===== src/rtl/imrc_pkg.sv =====
// constants and types of the two-wire mode and rate control block
package imrc_pkg;

    // ==================================================
    // register map, byte addresses
    localparam int APB_ADDR_W = 12;
    localparam logic [11:0] ADDR_CONTROL_ONE = 12'h000;
    localparam logic [11:0] ADDR_STATUS = 12'h004;
    localparam logic [11:0] ADDR_MASK = 12'h008;
    localparam logic [11:0] ADDR_OWN_ADDRESS = 12'h00c;
    localparam logic [11:0] ADDR_RECEIVE_DATA = 12'h010;
    localparam logic [11:0] ADDR_FORMAT = 12'h014;

    // ==================================================
    // control register fields and reset values
    localparam int BIT_INTERFACE_ENABLE = 7;
    localparam int BIT_RECEPTION_DISABLE = 6;
    localparam int BIT_MASTER_SELECT = 5;
    localparam int BIT_DIRECTION_SELECT = 4;
    localparam int BIT_RATE_TOP = 3;
    localparam logic [7:0] CONTROL_RESET = 8'h00;
    localparam logic [6:0] OWN_ADDRESS_RESET = 7'h00;
    localparam logic FORMAT_RESET = 1'h0;

    // ==================================================
    // status bits, shared by the mask register
    localparam int STATUS_W = 4;
    localparam int ST_ARB_LOST = 0;
    localparam int ST_ADDR_MATCH = 1;
    localparam int ST_OVERRUN = 2;
    localparam int ST_SETUP_DONE = 3;
    localparam logic [STATUS_W-1:0] STATUS_RESET = 4'h0;

    // ==================================================
    // slave transmit setup time in system clock cycles
    localparam int SETUP_W = 5;
    localparam logic [SETUP_W-1:0] SETUP_SHORT_CYCLES = 5'h0a;
    localparam logic [SETUP_W-1:0] SETUP_LONG_CYCLES = 5'h14;

    // ==================================================
    // modes and states
    typedef enum logic [1:0] {
        MODE_SLAVE_RX = 2'h0,
        MODE_SLAVE_TX = 2'h1,
        MODE_MASTER_RX = 2'h2,
        MODE_MASTER_TX = 2'h3
    } imrc_mode_t;

    typedef enum logic [1:0] {
        SETUP_IDLE = 2'h1,
        SETUP_WAIT = 2'h2
    } imrc_setup_state_t;

    // ==================================================
    // bit period divisors
    localparam int DIV_W = 9;

    function automatic logic [DIV_W-1:0] imrc_divisor(input logic [3:0] sel);
        logic [DIV_W-1:0] d;
        d = 9'h01c;
        case (sel)
            4'h0: d = 9'h01c;
            4'h1: d = 9'h028;
            4'h2: d = 9'h030;
            4'h3: d = 9'h040;
            4'h4: d = 9'h050;
            4'h5: d = 9'h064;
            4'h6: d = 9'h070;
            4'h7: d = 9'h080;
            4'h8: d = 9'h038;
            4'h9: d = 9'h050;
            4'ha: d = 9'h060;
            4'hb: d = 9'h080;
            4'hc: d = 9'h0a0;
            4'hd: d = 9'h0c8;
            4'he: d = 9'h0e0;
            4'hf: d = 9'h100;
            default: d = 9'h01c;
        endcase
        return d;
    endfunction

endpackage


===== src/rtl/imrc_rate_if.sv =====
// carrier between the control logic and the bit period divider
`timescale 1ns/1ps
`default_nettype none
interface imrc_rate_if;
    import imrc_pkg::*;
    logic enable;
    logic [DIV_W-1:0] divisor;
    logic tick;
    logic scl_level;
    modport ctrl (output enable, output divisor, input tick, input scl_level);
    modport gen (input enable, input divisor, output tick, output scl_level);
endinterface
`default_nettype wire


===== src/rtl/imrc_divider.sv =====
// bit period divider producing the master serial clock
`timescale 1ns/1ps
`default_nettype none
module imrc_divider
    import imrc_pkg::*;
(
    // clock and synchronised reset
    input wire logic i_clock,
    input wire logic i_rst_n,
    // rate carrier
    imrc_rate_if.gen rate
);

    typedef struct packed {
        logic [DIV_W-1:0] count;
        logic scl_level;
    } imrc_div_state_t;

    imrc_div_state_t state_reg;
    imrc_div_state_t state_next;
    logic terminal;
    logic [DIV_W-1:0] last_count;
    logic [DIV_W-1:0] half_count;

    assign last_count = rate.divisor - 9'h001;
    assign half_count = {1'b0, rate.divisor[DIV_W-1:1]} - 9'h001;
    assign terminal = rate.enable && (state_reg.count >= last_count);
    assign rate.tick = terminal;
    assign rate.scl_level = state_reg.scl_level;

    // ==================================================
    // counter restarts every bit period, low half then high half
    always_comb
    begin
        state_next = state_reg;
        if (!rate.enable)
        begin
            state_next.count = '0;
            state_next.scl_level = 1'b1;
        end
        else if (terminal)
        begin
            state_next.count = '0;
            state_next.scl_level = 1'b0;
        end
        else
        begin
            state_next.count = state_reg.count + 9'h001;
            if (state_reg.count == half_count)
            begin
                state_next.scl_level = 1'b1;
            end
        end
    end

    always_ff @(posedge i_clock or negedge i_rst_n)
    begin
        if (!i_rst_n)
        begin
            state_reg <= '{count: '0, scl_level: 1'b1};
        end
        else
        begin
            state_reg <= state_next;
        end
    end

    // ==================================================
    // gap between ticks while the divisor stands still
    logic [DIV_W-1:0] gap_cnt;
    logic gap_valid;
    logic [DIV_W-1:0] div_seen;

    always_ff @(posedge i_clock or negedge i_rst_n)
    begin
        if (!i_rst_n)
        begin
            gap_cnt <= '0;
            gap_valid <= 1'b0;
            div_seen <= '0;
        end
        else
        begin
            div_seen <= rate.divisor;
            if (!rate.enable || (rate.divisor != div_seen))
            begin
                gap_cnt <= '0;
                gap_valid <= 1'b0;
            end
            else if (rate.tick)
            begin
                gap_cnt <= '0;
                gap_valid <= 1'b1;
            end
            else
            begin
                gap_cnt <= gap_cnt + 9'h001;
            end
        end
    end

    chk_period_length: assert property (@(posedge i_clock) disable iff (!i_rst_n)
        (rate.tick && gap_valid && rate.divisor == div_seen) |-> (gap_cnt == last_count))
        else $error("bit period differs from selected divisor");

    chk_idle_high: assert property (@(posedge i_clock) disable iff (!i_rst_n)
        (!rate.enable) |=> (rate.scl_level && !rate.tick))
        else $error("divider not idle while disabled");

endmodule // imrc_divider
`default_nettype wire


===== src/rtl/imrc_top.sv =====
// mode, direction and rate control of the two-wire serial interface
//
// Added by the designer: the address map and register access over APB.
`timescale 1ns/1ps
`default_nettype none
module imrc_top
    import imrc_pkg::*;
(
    // clock and reset
    input wire logic i_clock,
    input wire logic i_nrst,
    // apb slave
    input wire logic i_psel,
    input wire logic i_penable,
    input wire logic i_pwrite,
    input wire logic [APB_ADDR_W-1:0] i_paddr,
    input wire logic [31:0] i_pwdata,
    output logic [31:0] o_prdata,
    output logic o_pready,
    output logic o_pslverr,
    // events from the transfer engine
    input wire logic i_arb_lost,
    input wire logic i_overrun,
    input wire logic i_addr_valid,
    input wire logic [7:0] i_addr_byte,
    input wire logic [7:0] i_rx_data,
    input wire logic i_setup_start,
    // mode and timing to the transfer engine
    output logic o_pins_bus,
    output imrc_mode_t o_mode,
    output logic o_sync_format,
    output logic o_rx_start,
    output logic o_bit_tick,
    output logic o_setup_busy,
    output logic o_setup_done,
    // serial clock pin
    output logic o_scl_o,
    output logic o_scl_oe,
    // interrupt
    output logic o_irq
);

    // ==================================================
    // reset release
    logic rst_meta;
    logic rst_n;

    always_ff @(posedge i_clock or negedge i_nrst)
    begin
        if (!i_nrst)
        begin
            rst_meta <= 1'b0;
            rst_n <= 1'b0;
        end
        else
        begin
            rst_meta <= 1'b1;
            rst_n <= rst_meta;
        end
    end

    // ==================================================
    // state
    typedef struct packed {
        logic [7:0] control;
        logic [STATUS_W-1:0] status;
        logic [STATUS_W-1:0] mask;
        logic [6:0] own_addr;
        logic sync_format;
        logic [31:0] prdata;
        logic pslverr;
        logic rx_start;
        imrc_setup_state_t setup_state;
        logic [SETUP_W-1:0] setup_count;
    } imrc_state_t;

    localparam imrc_state_t STATE_RESET = '{
        control: CONTROL_RESET,
        status: STATUS_RESET,
        mask: STATUS_RESET,
        own_addr: OWN_ADDRESS_RESET,
        sync_format: FORMAT_RESET,
        prdata: 32'h00000000,
        pslverr: 1'b0,
        rx_start: 1'b0,
        setup_state: SETUP_IDLE,
        setup_count: '0
    };

    imrc_state_t state_reg;
    imrc_state_t state_next;

    imrc_rate_if rate ();

    logic interface_enable;
    logic reception_disable;
    logic master_select;
    logic direction_select;
    logic setup_phase;
    logic access;
    logic wr;
    logic rd;
    logic mapped;
    logic arb_event;
    logic match_event;
    logic overrun_event;
    logic setup_done;
    logic [STATUS_W-1:0] events;
    logic [STATUS_W-1:0] clear_bits;

    assign interface_enable = state_reg.control[BIT_INTERFACE_ENABLE];
    assign reception_disable = state_reg.control[BIT_RECEPTION_DISABLE];
    assign master_select = state_reg.control[BIT_MASTER_SELECT];
    assign direction_select = state_reg.control[BIT_DIRECTION_SELECT];

    assign setup_phase = i_psel && !i_penable;
    assign access = i_psel && i_penable;
    assign wr = access && i_pwrite;
    assign rd = access && !i_pwrite;
    assign mapped = (i_paddr == ADDR_CONTROL_ONE) || (i_paddr == ADDR_STATUS)
        || (i_paddr == ADDR_MASK) || (i_paddr == ADDR_OWN_ADDRESS)
        || (i_paddr == ADDR_RECEIVE_DATA) || (i_paddr == ADDR_FORMAT);

    // ==================================================
    // hardware mode events
    assign arb_event = i_arb_lost && interface_enable && master_select && !state_reg.sync_format;
    assign overrun_event = i_overrun && interface_enable && master_select && state_reg.sync_format;
    assign match_event = i_addr_valid && interface_enable && !master_select && !direction_select
        && (i_addr_byte[7:1] == state_reg.own_addr) && i_addr_byte[0];
    assign setup_done = (state_reg.setup_state == SETUP_WAIT)
        && (state_reg.setup_count == '0);

    always_comb
    begin
        events = '0;
        events[ST_ARB_LOST] = arb_event;
        events[ST_ADDR_MATCH] = match_event;
        events[ST_OVERRUN] = overrun_event;
        events[ST_SETUP_DONE] = setup_done;
    end

    assign clear_bits = (wr && i_paddr == ADDR_STATUS) ? i_pwdata[STATUS_W-1:0] : '0;

    // ==================================================
    // next state
    always_comb
    begin
        state_next = state_reg;
        state_next.rx_start = 1'b0;

        // read data captured in the setup phase
        if (setup_phase)
        begin
            state_next.prdata = 32'h00000000;
            state_next.pslverr = !mapped;
            case (i_paddr)
                ADDR_CONTROL_ONE: state_next.prdata[7:0] = state_reg.control;
                ADDR_STATUS: state_next.prdata[STATUS_W-1:0] = state_reg.status;
                ADDR_MASK: state_next.prdata[STATUS_W-1:0] = state_reg.mask;
                ADDR_OWN_ADDRESS: state_next.prdata[6:0] = state_reg.own_addr;
                ADDR_RECEIVE_DATA: state_next.prdata[7:0] = i_rx_data;
                ADDR_FORMAT: state_next.prdata[0] = state_reg.sync_format;
                default: state_next.prdata = 32'h00000000;
            endcase
        end

        // software writes
        if (wr)
        begin
            case (i_paddr)
                ADDR_CONTROL_ONE: state_next.control = i_pwdata[7:0];
                ADDR_MASK: state_next.mask = i_pwdata[STATUS_W-1:0];
                ADDR_OWN_ADDRESS: state_next.own_addr = i_pwdata[6:0];
                ADDR_FORMAT: state_next.sync_format = i_pwdata[0];
                default: state_next.mask = state_next.mask;
            endcase
        end

        // hardware mode changes win over a write in the same cycle
        if (arb_event)
        begin
            state_next.control[BIT_MASTER_SELECT] = 1'b0;
            state_next.control[BIT_DIRECTION_SELECT] = 1'b0;
        end
        if (overrun_event)
        begin
            state_next.control[BIT_MASTER_SELECT] = 1'b0;
        end
        if (match_event)
        begin
            state_next.control[BIT_DIRECTION_SELECT] = 1'b1;
        end

        // next reception after a receive data read
        if (rd && i_paddr == ADDR_RECEIVE_DATA && interface_enable && !direction_select && !reception_disable)
        begin
            state_next.rx_start = 1'b1;
        end

        // sticky status, set wins over clear
        state_next.status = (state_reg.status & ~clear_bits) | events;

        // slave transmit setup time
        case (state_reg.setup_state)
            SETUP_IDLE:
            begin
                if (i_setup_start && interface_enable && !master_select)
                begin
                    state_next.setup_state = SETUP_WAIT;
                    state_next.setup_count = state_reg.control[BIT_RATE_TOP]
                        ? SETUP_LONG_CYCLES - 5'h01 : SETUP_SHORT_CYCLES - 5'h01;
                end
            end
            SETUP_WAIT:
            begin
                if (setup_done)
                begin
                    state_next.setup_state = SETUP_IDLE;
                end
                else
                begin
                    state_next.setup_count = state_reg.setup_count - 5'h01;
                end
            end
            default: state_next.setup_state = SETUP_IDLE;
        endcase

        if (!interface_enable)
        begin
            state_next.setup_state = SETUP_IDLE;
            state_next.setup_count = '0;
        end
    end

    always_ff @(posedge i_clock or negedge rst_n)
    begin
        if (!rst_n)
        begin
            state_reg <= STATE_RESET;
        end
        else
        begin
            state_reg <= state_next;
        end
    end

    // ==================================================
    // bit rate divider, master only
    assign rate.enable = interface_enable && master_select;
    assign rate.divisor = imrc_divisor(state_reg.control[3:0]);

    imrc_divider u_divider (
        .i_clock(i_clock),
        .i_rst_n(rst_n),
        .rate(rate)
    );

    // ==================================================
    // outputs
    assign o_prdata = state_reg.prdata;
    assign o_pready = access;
    assign o_pslverr = access && state_reg.pslverr;
    assign o_pins_bus = interface_enable;
    assign o_mode = imrc_mode_t'({master_select, direction_select});
    assign o_sync_format = state_reg.sync_format;
    assign o_rx_start = state_reg.rx_start;
    assign o_bit_tick = rate.tick;
    assign o_setup_busy = (state_reg.setup_state == SETUP_WAIT);
    assign o_setup_done = setup_done;
    assign o_scl_o = rate.scl_level;
    // push-pull clock in synchronous format, open-drain low otherwise
    assign o_scl_oe = interface_enable && master_select && (state_reg.sync_format || !rate.scl_level);
    assign o_irq = |(state_reg.status & state_reg.mask);

    // ==================================================
    // checks
    chk_enable_release: assert property (@(posedge i_clock) disable iff (!rst_n)
        (!interface_enable) |-> (!o_pins_bus && !o_scl_oe && !o_bit_tick))
        else $error("pins not released while interface disabled");

    chk_rx_restart: assert property (@(posedge i_clock) disable iff (!rst_n)
        (rd && i_paddr == ADDR_RECEIVE_DATA && interface_enable && !direction_select) |=> (o_rx_start == !$past(reception_disable)))
        else $error("next reception start wrong after receive data read");

    chk_mode_decode: assert property (@(posedge i_clock) disable iff (!rst_n)
        (o_mode == MODE_MASTER_TX) |-> (o_scl_oe || !interface_enable || !state_reg.sync_format))
        else $error("master transmit decode does not drive clock");

    chk_arb_clear: assert property (@(posedge i_clock) disable iff (!rst_n)
        (i_arb_lost && interface_enable && master_select && !state_reg.sync_format)
        |=> (o_mode == MODE_SLAVE_RX && state_reg.status[ST_ARB_LOST]))
        else $error("arbitration loss did not force slave receive");

    chk_addr_match: assert property (@(posedge i_clock) disable iff (!rst_n)
        (i_addr_valid && interface_enable && o_mode == MODE_SLAVE_RX
        && i_addr_byte[7:1] == state_reg.own_addr && i_addr_byte[0])
        |=> (o_mode == MODE_SLAVE_TX && state_reg.status[ST_ADDR_MATCH]))
        else $error("address match did not select slave transmit");

    chk_overrun_clear: assert property (@(posedge i_clock) disable iff (!rst_n)
        (i_overrun && interface_enable && master_select && state_reg.sync_format) |=> (!master_select && !o_scl_oe))
        else $error("overrun did not clear master select");

    chk_sync_clock: assert property (@(posedge i_clock) disable iff (!rst_n)
        (state_reg.sync_format && interface_enable) |-> (o_scl_oe == master_select))
        else $error("synchronous clock drive not tied to master select");

    chk_setup_short: assert property (@(posedge i_clock) disable iff (!rst_n)
        (i_setup_start && interface_enable && !master_select && !o_setup_busy && !state_reg.control[BIT_RATE_TOP])
        |-> ##1 (!o_setup_done)[*8] ##2 (o_setup_done || !interface_enable))
        else $error("short setup time not ten cycles");

    chk_setup_long: assert property (@(posedge i_clock) disable iff (!rst_n)
        (i_setup_start && interface_enable && !master_select && !o_setup_busy && state_reg.control[BIT_RATE_TOP])
        |-> ##1 (!o_setup_done)[*8] ##12 (o_setup_done || !interface_enable))
        else $error("long setup time not twenty cycles");

    chk_status_sticky: assert property (@(posedge i_clock) disable iff (!rst_n)
        (state_reg.status[ST_ARB_LOST] && !(wr && i_paddr == ADDR_STATUS
        && i_pwdata[ST_ARB_LOST])) |=> state_reg.status[ST_ARB_LOST])
        else $error("arbitration loss flag not sticky");

    chk_slave_quiet: assert property (@(posedge i_clock) disable iff (!rst_n)
        (!master_select) |-> (!o_bit_tick && !o_scl_oe))
        else $error("divider running outside master mode");

    chk_setup_abort: assert property (@(posedge i_clock) disable iff (!rst_n)
        (!interface_enable) |=> (!o_setup_busy))
        else $error("setup timer not stopped while disabled");

    chk_rx_idle: assert property (@(posedge i_clock) disable iff (!rst_n)
        reception_disable |=> (!o_rx_start))
        else $error("reception started although disabled");

endmodule // imrc_top
`default_nettype wire


===== config.mk =====
export PLATFORM = sky130hd
export DESIGN_NAME = imrc_top
export DESIGN_NICKNAME = d
export VERILOG_FILES = /design/src/rtl/imrc_pkg.sv /design/src/rtl/imrc_rate_if.sv /design/src/rtl/imrc_divider.sv /design/src/rtl/imrc_top.sv
export SDC_FILE = /design/constraint.sdc
export NUM_CORES = 1
export LEC_CHECK = 0
export BUFFER_PORTS_ARGS = -buffer_cell sky130_fd_sc_hd__buf_4
export CORE_ASPECT_RATIO = 0.9
export CORE_MARGIN = 5
export CORE_UTILIZATION = 56
export CTS_CLUSTER_DIAMETER = 120
export DETAILED_ROUTE_END_ITERATION = 10
export GPL_TIMING_DRIVEN = 0
export HOLD_SLACK_MARGIN = 0.06
export MAX_ROUTING_LAYER = met4
export PLACE_DENSITY = 0.86
export SLEW_MARGIN = 20
export SYNTH_ARGS = -nofsm -noshare
export SYNTH_HDL_FRONTEND = slang
export SYNTH_SLANG_ARGS = --single-unit

===== constraint.sdc =====
create_clock -name i_clock -period 8.11 [get_ports i_clock]
set_input_delay 1.2165 -clock i_clock [delete_from_list [all_inputs] [get_ports i_clock]]
set_output_delay 1.2165 -clock i_clock [all_outputs]
set_load 0.03 [all_outputs]

==> impl_metrics.tcl, run 1 <==
set metrics [dict create \
    wl_per_cell_um 15.67 \
    hold_viol_final 0 \
    slew_violations 0 \
    p_clk_frac 0.363 \
    io_buffers 63 \
    instances_no_fill 563 \
    critPathKind "reg2out" \
    grt_max_degree 33 \
    p_leak_uw 0.002238 \
    grt_pass1_vias 3099 \
    firstDrtPassIters 4 \
    setup_viol 0 \
    vias 3076 \
    relSlewSlack 0.5744 \
    clk_pin_slew_ns 0.11 \
    drive_above_1_share 0.2941 \
    yosysMostFrequentCell "dfrtp_1" \
    ys_seq_area_frac 0.3647 \
    combPwrFrac 0.123 \
    vias_per_cell 5.464 \
    largest_register_ffs 27 \
    peakVddDrop_v 0.0001369 \
    worst_setup_path_end_kind "output pin" \
    synth_area_per_cell_sq_um 9.563 \
    cts_buffer_depth 2 \
    reg2reg_from "state_reg[60]" \
    yosysTopAreaCell "dfrtp_1" \
    die_area_sq_um 8222 \
    fp.dieW_um 95.03 \
    tightest_slew_ns 0.6326 \
    cts_buffers 5 \
    fin_nets 560 \
    die_height_um 86.52 \
    async_reset_ff_frac 1.000 \
    dpl.cell_count 555 \
    reg2reg_depth 15 \
    area_growth_pct 21.98 \
    grt_pass1_wl_um 14390 \
    start_util 0.5862 \
    cts_tree "built" \
    yosysWarnings 0 \
    maxCapViolations 0 \
    rsz0062_at_grt "no" \
    gp_congestion 0.9134 \
    arrival_ns 4.34 \
    crit_fanout 10 \
    ant_nets 0 \
    diodes 0 \
    period_share 0.6854 \
    netlist_area_sq_um 3643 \
    synthCells 381 \
    synth.distinct_cells 56 \
    cts-htree-levels 2 \
    fin_crit_ns 5.559 \
    synth_area_leaders "dfrtp_1, buf_4, mux2_2" \
    pwr_density_cell_nw_per_um2 117.2 \
    root_buffer "clkbuf_8" \
    overflow 0 \
    dp_hpwl_um 6920 \
    cp-start-kind "flip-flop" \
    grtUsageTotal 0.2291 \
    switchingPower_uw 133.8 \
    setup_tns_ns 0 \
    skew_ns 0.01382 \
    hold_class "reg2async" \
    p_sw_frac 0.2568 \
    cts_setup_buffers 0 \
    coreArea_sq_um 6216 \
    outcome "finished, final reports clean" \
    seq_power_share 0.514 \
    hold_buffers 0 \
    rrSetupSlack_ns 3.69 \
    io_pins 114 \
    hold_slack_ns 0.2135 \
    rows 27 \
    ys_ff_latch 53 \
    synthFlopType "dfrtp_1" \
    drt_wl_total_um 8823 \
    postCtsResizedCells 0 \
    drc 0 \
    synth-edff-count 0 \
    intPower_uw 387.1 \
    fmax_mhz 179.9 \
    cts_sinks 53 \
    antenna_found_initial 0 \
    clock_latency_ns 0.33 \
    yosysTopAreaCellShare 0.3503 \
    reg2reg_to "u_divider.state_reg[6]" \
    crit_required_ns 6.89 \
    synth_top_cells_by_count "dfrtp_1, nand2_1, buf_4" \
    drtIter0Drc 194 \
]
[per-stage QoR]
stage | setup WS, ns | total power, uW | util | cell area (sq um)
final | 2.551 | 520.9 | 0.7150 | 4444
after global routing | 2.358 | 536.5 | 0.7150 | 4444
after CTS | 2.615 | 518.8 | 0.7150 | 4444
after detailed placement | 3.028 | 336.4 | 0.6971 | 4333
after global placement | 3.180 | 334.2 | 0.6936 | 4312
after floorplan | 3.719 | 312.2 | - | 3730
[cell families (layout without fill, tap and decap cells)]
group | Yosys count | after routing | synth area share
simple gates | 130 | 130 | 0.1940
compound gates | 66 | 66 | 0.1171
buf+inv | 56 | 128 | 0.09306
flops | 53 | 53 | 0.3647
mux | 31 | 31 | 0.1054
xor+xnor | 27 | 27 | 0.06868
fa+ha+maj | 16 | 16 | 0.05494
other cells | 2 | 25 | 0.002061
[critical path, cell delays in order (launching register included)]
cell	delay (ns)
dfrtp_1	0.50
clkbuf_1	0.36
clkbuf_1	0.40
nand2_1	0.09
a21oi_1	0.16
a31oi_1	0.08
ha_1	0.30
a211oi_1	0.38
nor4b_4	0.10
xor2_1	0.17
ha_1	0.30
and2_1	0.18
and4_1	0.20
a211oi_1	0.52
nor2_1	0.08
buf_4	0.19
[worst max-delay path by stage]
stage | startpoint | to | slack, ns | depth (start not counted)
CTS | state_reg[60] | o_bit_tick | 2.61 | 15
finish | state_reg[60] | o_bit_tick | 2.55 | 15
detailed placement | state_reg[60] | o_bit_tick | 3.03 | 15
global route | state_reg[60] | o_bit_tick | 2.36 | 15
floorplan | state_reg[60] | o_bit_tick | 3.72 | 14
global placement | state_reg[60] | o_bit_tick | 3.18 | 15
[power groups by stage]
stage	clock [uW]	combinational, uW	sequential, uW
2_1_floorplan	0	37.7	275
3_3_place_gp	0	58.3	276
3_5_place_dp	0	63.3	273
4_1_cts	187	63.4	268
5_1_grt	199	69.3	269
6_report	189	63.9	268
[cells in the final DEF (no fill, tap or decap), drive strengths merged, types with 14 or more instances in the layout]
master and instances:
nand2 36, conb 25, o21ai 18, xor2 16, mux2 19, clkbuf 14, dfrtp 51, a21oi 18
buf 100, nor2 25, ha 16
[metal layers]
metal  global-route usage  vias to the layer above  share of wire
met4               0.1022                        0          0.032
met2               0.3688                       98           0.50
met5                    -                        -              0
li1                     -                     1474              -
met1               0.2810                     1474           0.42
met3              0.04253                       30          0.052
[layout make-up]
cell class,instances,area [sq um]
multi-input cells,295,2062
fillers,466,1772
flip-flops and latches,53,1330
repair buffers,64,493.0
plain buffers,44,294.0
well taps,87,108.9
clock buffers,6,72.57
inverters,12,45.04
clock inverters,2,38.79
No activity file was read; power rests on OpenSTA's default activity.
==> run 2, diff against run 1 <==
Settings changed: CORE_UTILIZATION 56 to 47, PLACE_DENSITY 0.86 to 0.77.
Clock period 8.11 ns to 4.45 ns, I/O delays scaled along.
==> impl_metrics.tcl, run 2 (synthesis gave the netlist of run 1 again) <==
set metrics [dict create \
    fin_area_sq_um 4503 \
    relSlewSlack 0.5553 \
    diodes 0 \
    reg2reg_from "state_reg[57]" \
    slew_violations 0 \
    io_pins 114 \
    peakVddDrop_v 0.0001298 \
    hold_class "in2async" \
    reg2reg_to "u_divider.state_reg[1]" \
    start_util 0.4829 \
    cp-start-kind "flip-flop" \
    clock_latency_ns 0.32 \
    io_buffers 63 \
    hold_buffers 0 \
    instances_no_fill 576 \
    tightest_slew_ns 0.6609 \
    cts_tree "built" \
    grt_pass1_wl_um 14220 \
    hold_viol_final 0 \
    p_leak_uw 0.002267 \
    placed_area_sq_um 4344 \
    root_buffer "clkbuf_8" \
    rrSetupSlack_ns 0.67 \
    pwr_density_cell_nw_per_um2 198.7 \
    dp_hpwl_um 6871 \
    period_share 0.9695 \
    die_height_um 93.53 \
    coreArea_sq_um 7545 \
    cts_buffers 5 \
    wl_per_cell_um 14.85 \
    power_uw 894.7 \
    mostFrequentLayoutCell "buf_4" \
    cts-htree-levels 2 \
    vias_per_cell 5.253 \
    worst_setup_path_end_kind "output pin" \
    rows 30 \
    cts_buffer_depth 2 \
    reg2reg_depth 13 \
    dpl.cell_count 564 \
    setup_tns_ns 0 \
    die_area_sq_um 9615 \
    overflow 0 \
    fin_nets 564 \
    fmax_mhz 231.8 \
    arrival_ns 3.65 \
    hold_slack_ns 0.1046 \
    firstDrtPassIters 5 \
    maxCapViolations 0 \
    crit_fanout 8 \
    drtIter0Drc 204 \
    crit_required_ns 3.78 \
    critPathKind "reg2out" \
    grt_max_degree 31 \
    grtUsageTotal 0.1904 \
    rsz0062_at_grt "no" \
    drt_wl_total_um 8554 \
    most-common-layout-cells "buf_4, dfrtp_1, nand2_1" \
    largest_register_ffs 27 \
    fp.dieW_um 102.8 \
    gp_congestion 0.8800 \
    fin_crit_ns 4.314 \
    area_growth_pct 23.59 \
    drive_above_1_share 0.3271 \
    crit_start "state_reg[57]" \
    cts_sinks 53 \
    drc 0 \
    vias 3026 \
    grt_pass1_vias 3011 \
    setup_viol 0 \
    skew_ns 0.009172 \
    clk_pin_slew_ns 0.11 \
    outcome "finished, final reports clean" \
    antenna_found_initial 0 \
    ant_nets 0 \
]
## run 2: cell types whose count changed in the layout (fill, tap and decap cells not counted), moves of 2 or more
cell      previous run  this run
dfrtp_2              1         4
clkbuf_1             9         5
clkinv_4             0         2
dfrtp_1             50        47
buf_4               97       102
a211oi_1             4         2
## run 2: power breakdown
part / total, uW / internal, uW / switching, uW / leakage (uW)
logic: 117 / 51.7 / 64.9 / 0.00150
clock network: 289 / 115 / 174 / 0.0000487
registers: 489 / 484 / 5.28 / 0.000715
total: 895 / 650 / 244 / 0.00227
## run 2: how the worst max path moves through the flow
stage / endpoint / cells after the start
final: o_bit_tick / 12
after global placement: o_bit_tick / 15
after detailed placement: o_bit_tick / 15
after global routing: o_bit_tick / 12
after CTS: o_bit_tick / 12
after floorplan: o_bit_tick / 14
## run 2: worst max-delay path, cell delays in order (launching register included)
cell      delay [ns]
dfrtp_2         0.47
inv_2           0.07
ha_1            0.23
or3b_4          0.43
a311o_2         0.44
nor4b_4         0.25
xor2_1          0.21
ha_1            0.27
and2_1          0.18
and4_1          0.23
a211oi_4        0.31
nor2_1          0.08
buf_4           0.17
## run 2: cell type report
| class | instances | area (sq um) |
|---|---|---|
| fill | 638 | 3042 |
| inverter | 12 | 45.04 |
| tap | 96 | 120.1 |
| buffer | 43 | 292.8 |
| sequential | 53 | 1334 |
| timing repair buffer | 69 | 530.5 |
| clock buffer | 5 | 68.82 |
| multi-input combinational | 295 | 2086 |
| clock inverter | 3 | 26.28 |
## run 2: repair_timing
item,CTS,global route
pin swaps,1,4
resized for setup,6,9
endpoints found under the setup margin,1,1
setup buffers,0,5
endpoints found under the hold margin,0,0
## run 2: metal layers
| metal | up-vias | share of wire | track usage |
|---|---|---|---|
| met3 | 6 | 0.055 | 0.02983 |
| met4 | 0 | 0.0079 | 0.04315 |
| li1 | 1481 | - | - |
| met5 | - | 0 | - |
| met1 | 1454 | 0.43 | 0.2425 |
| met2 | 85 | 0.51 | 0.3199 |
## run 2: through the flow
stage | util | worst slack, ns
floorplan | - | 0.6083
global placement | 0.5730 | 0.03722
detailed placement | 0.5758 | -0.09478
CTS | 0.5904 | 0.006393
global route | 0.5968 | 0.01468
finish | 0.5968 | 0.1358
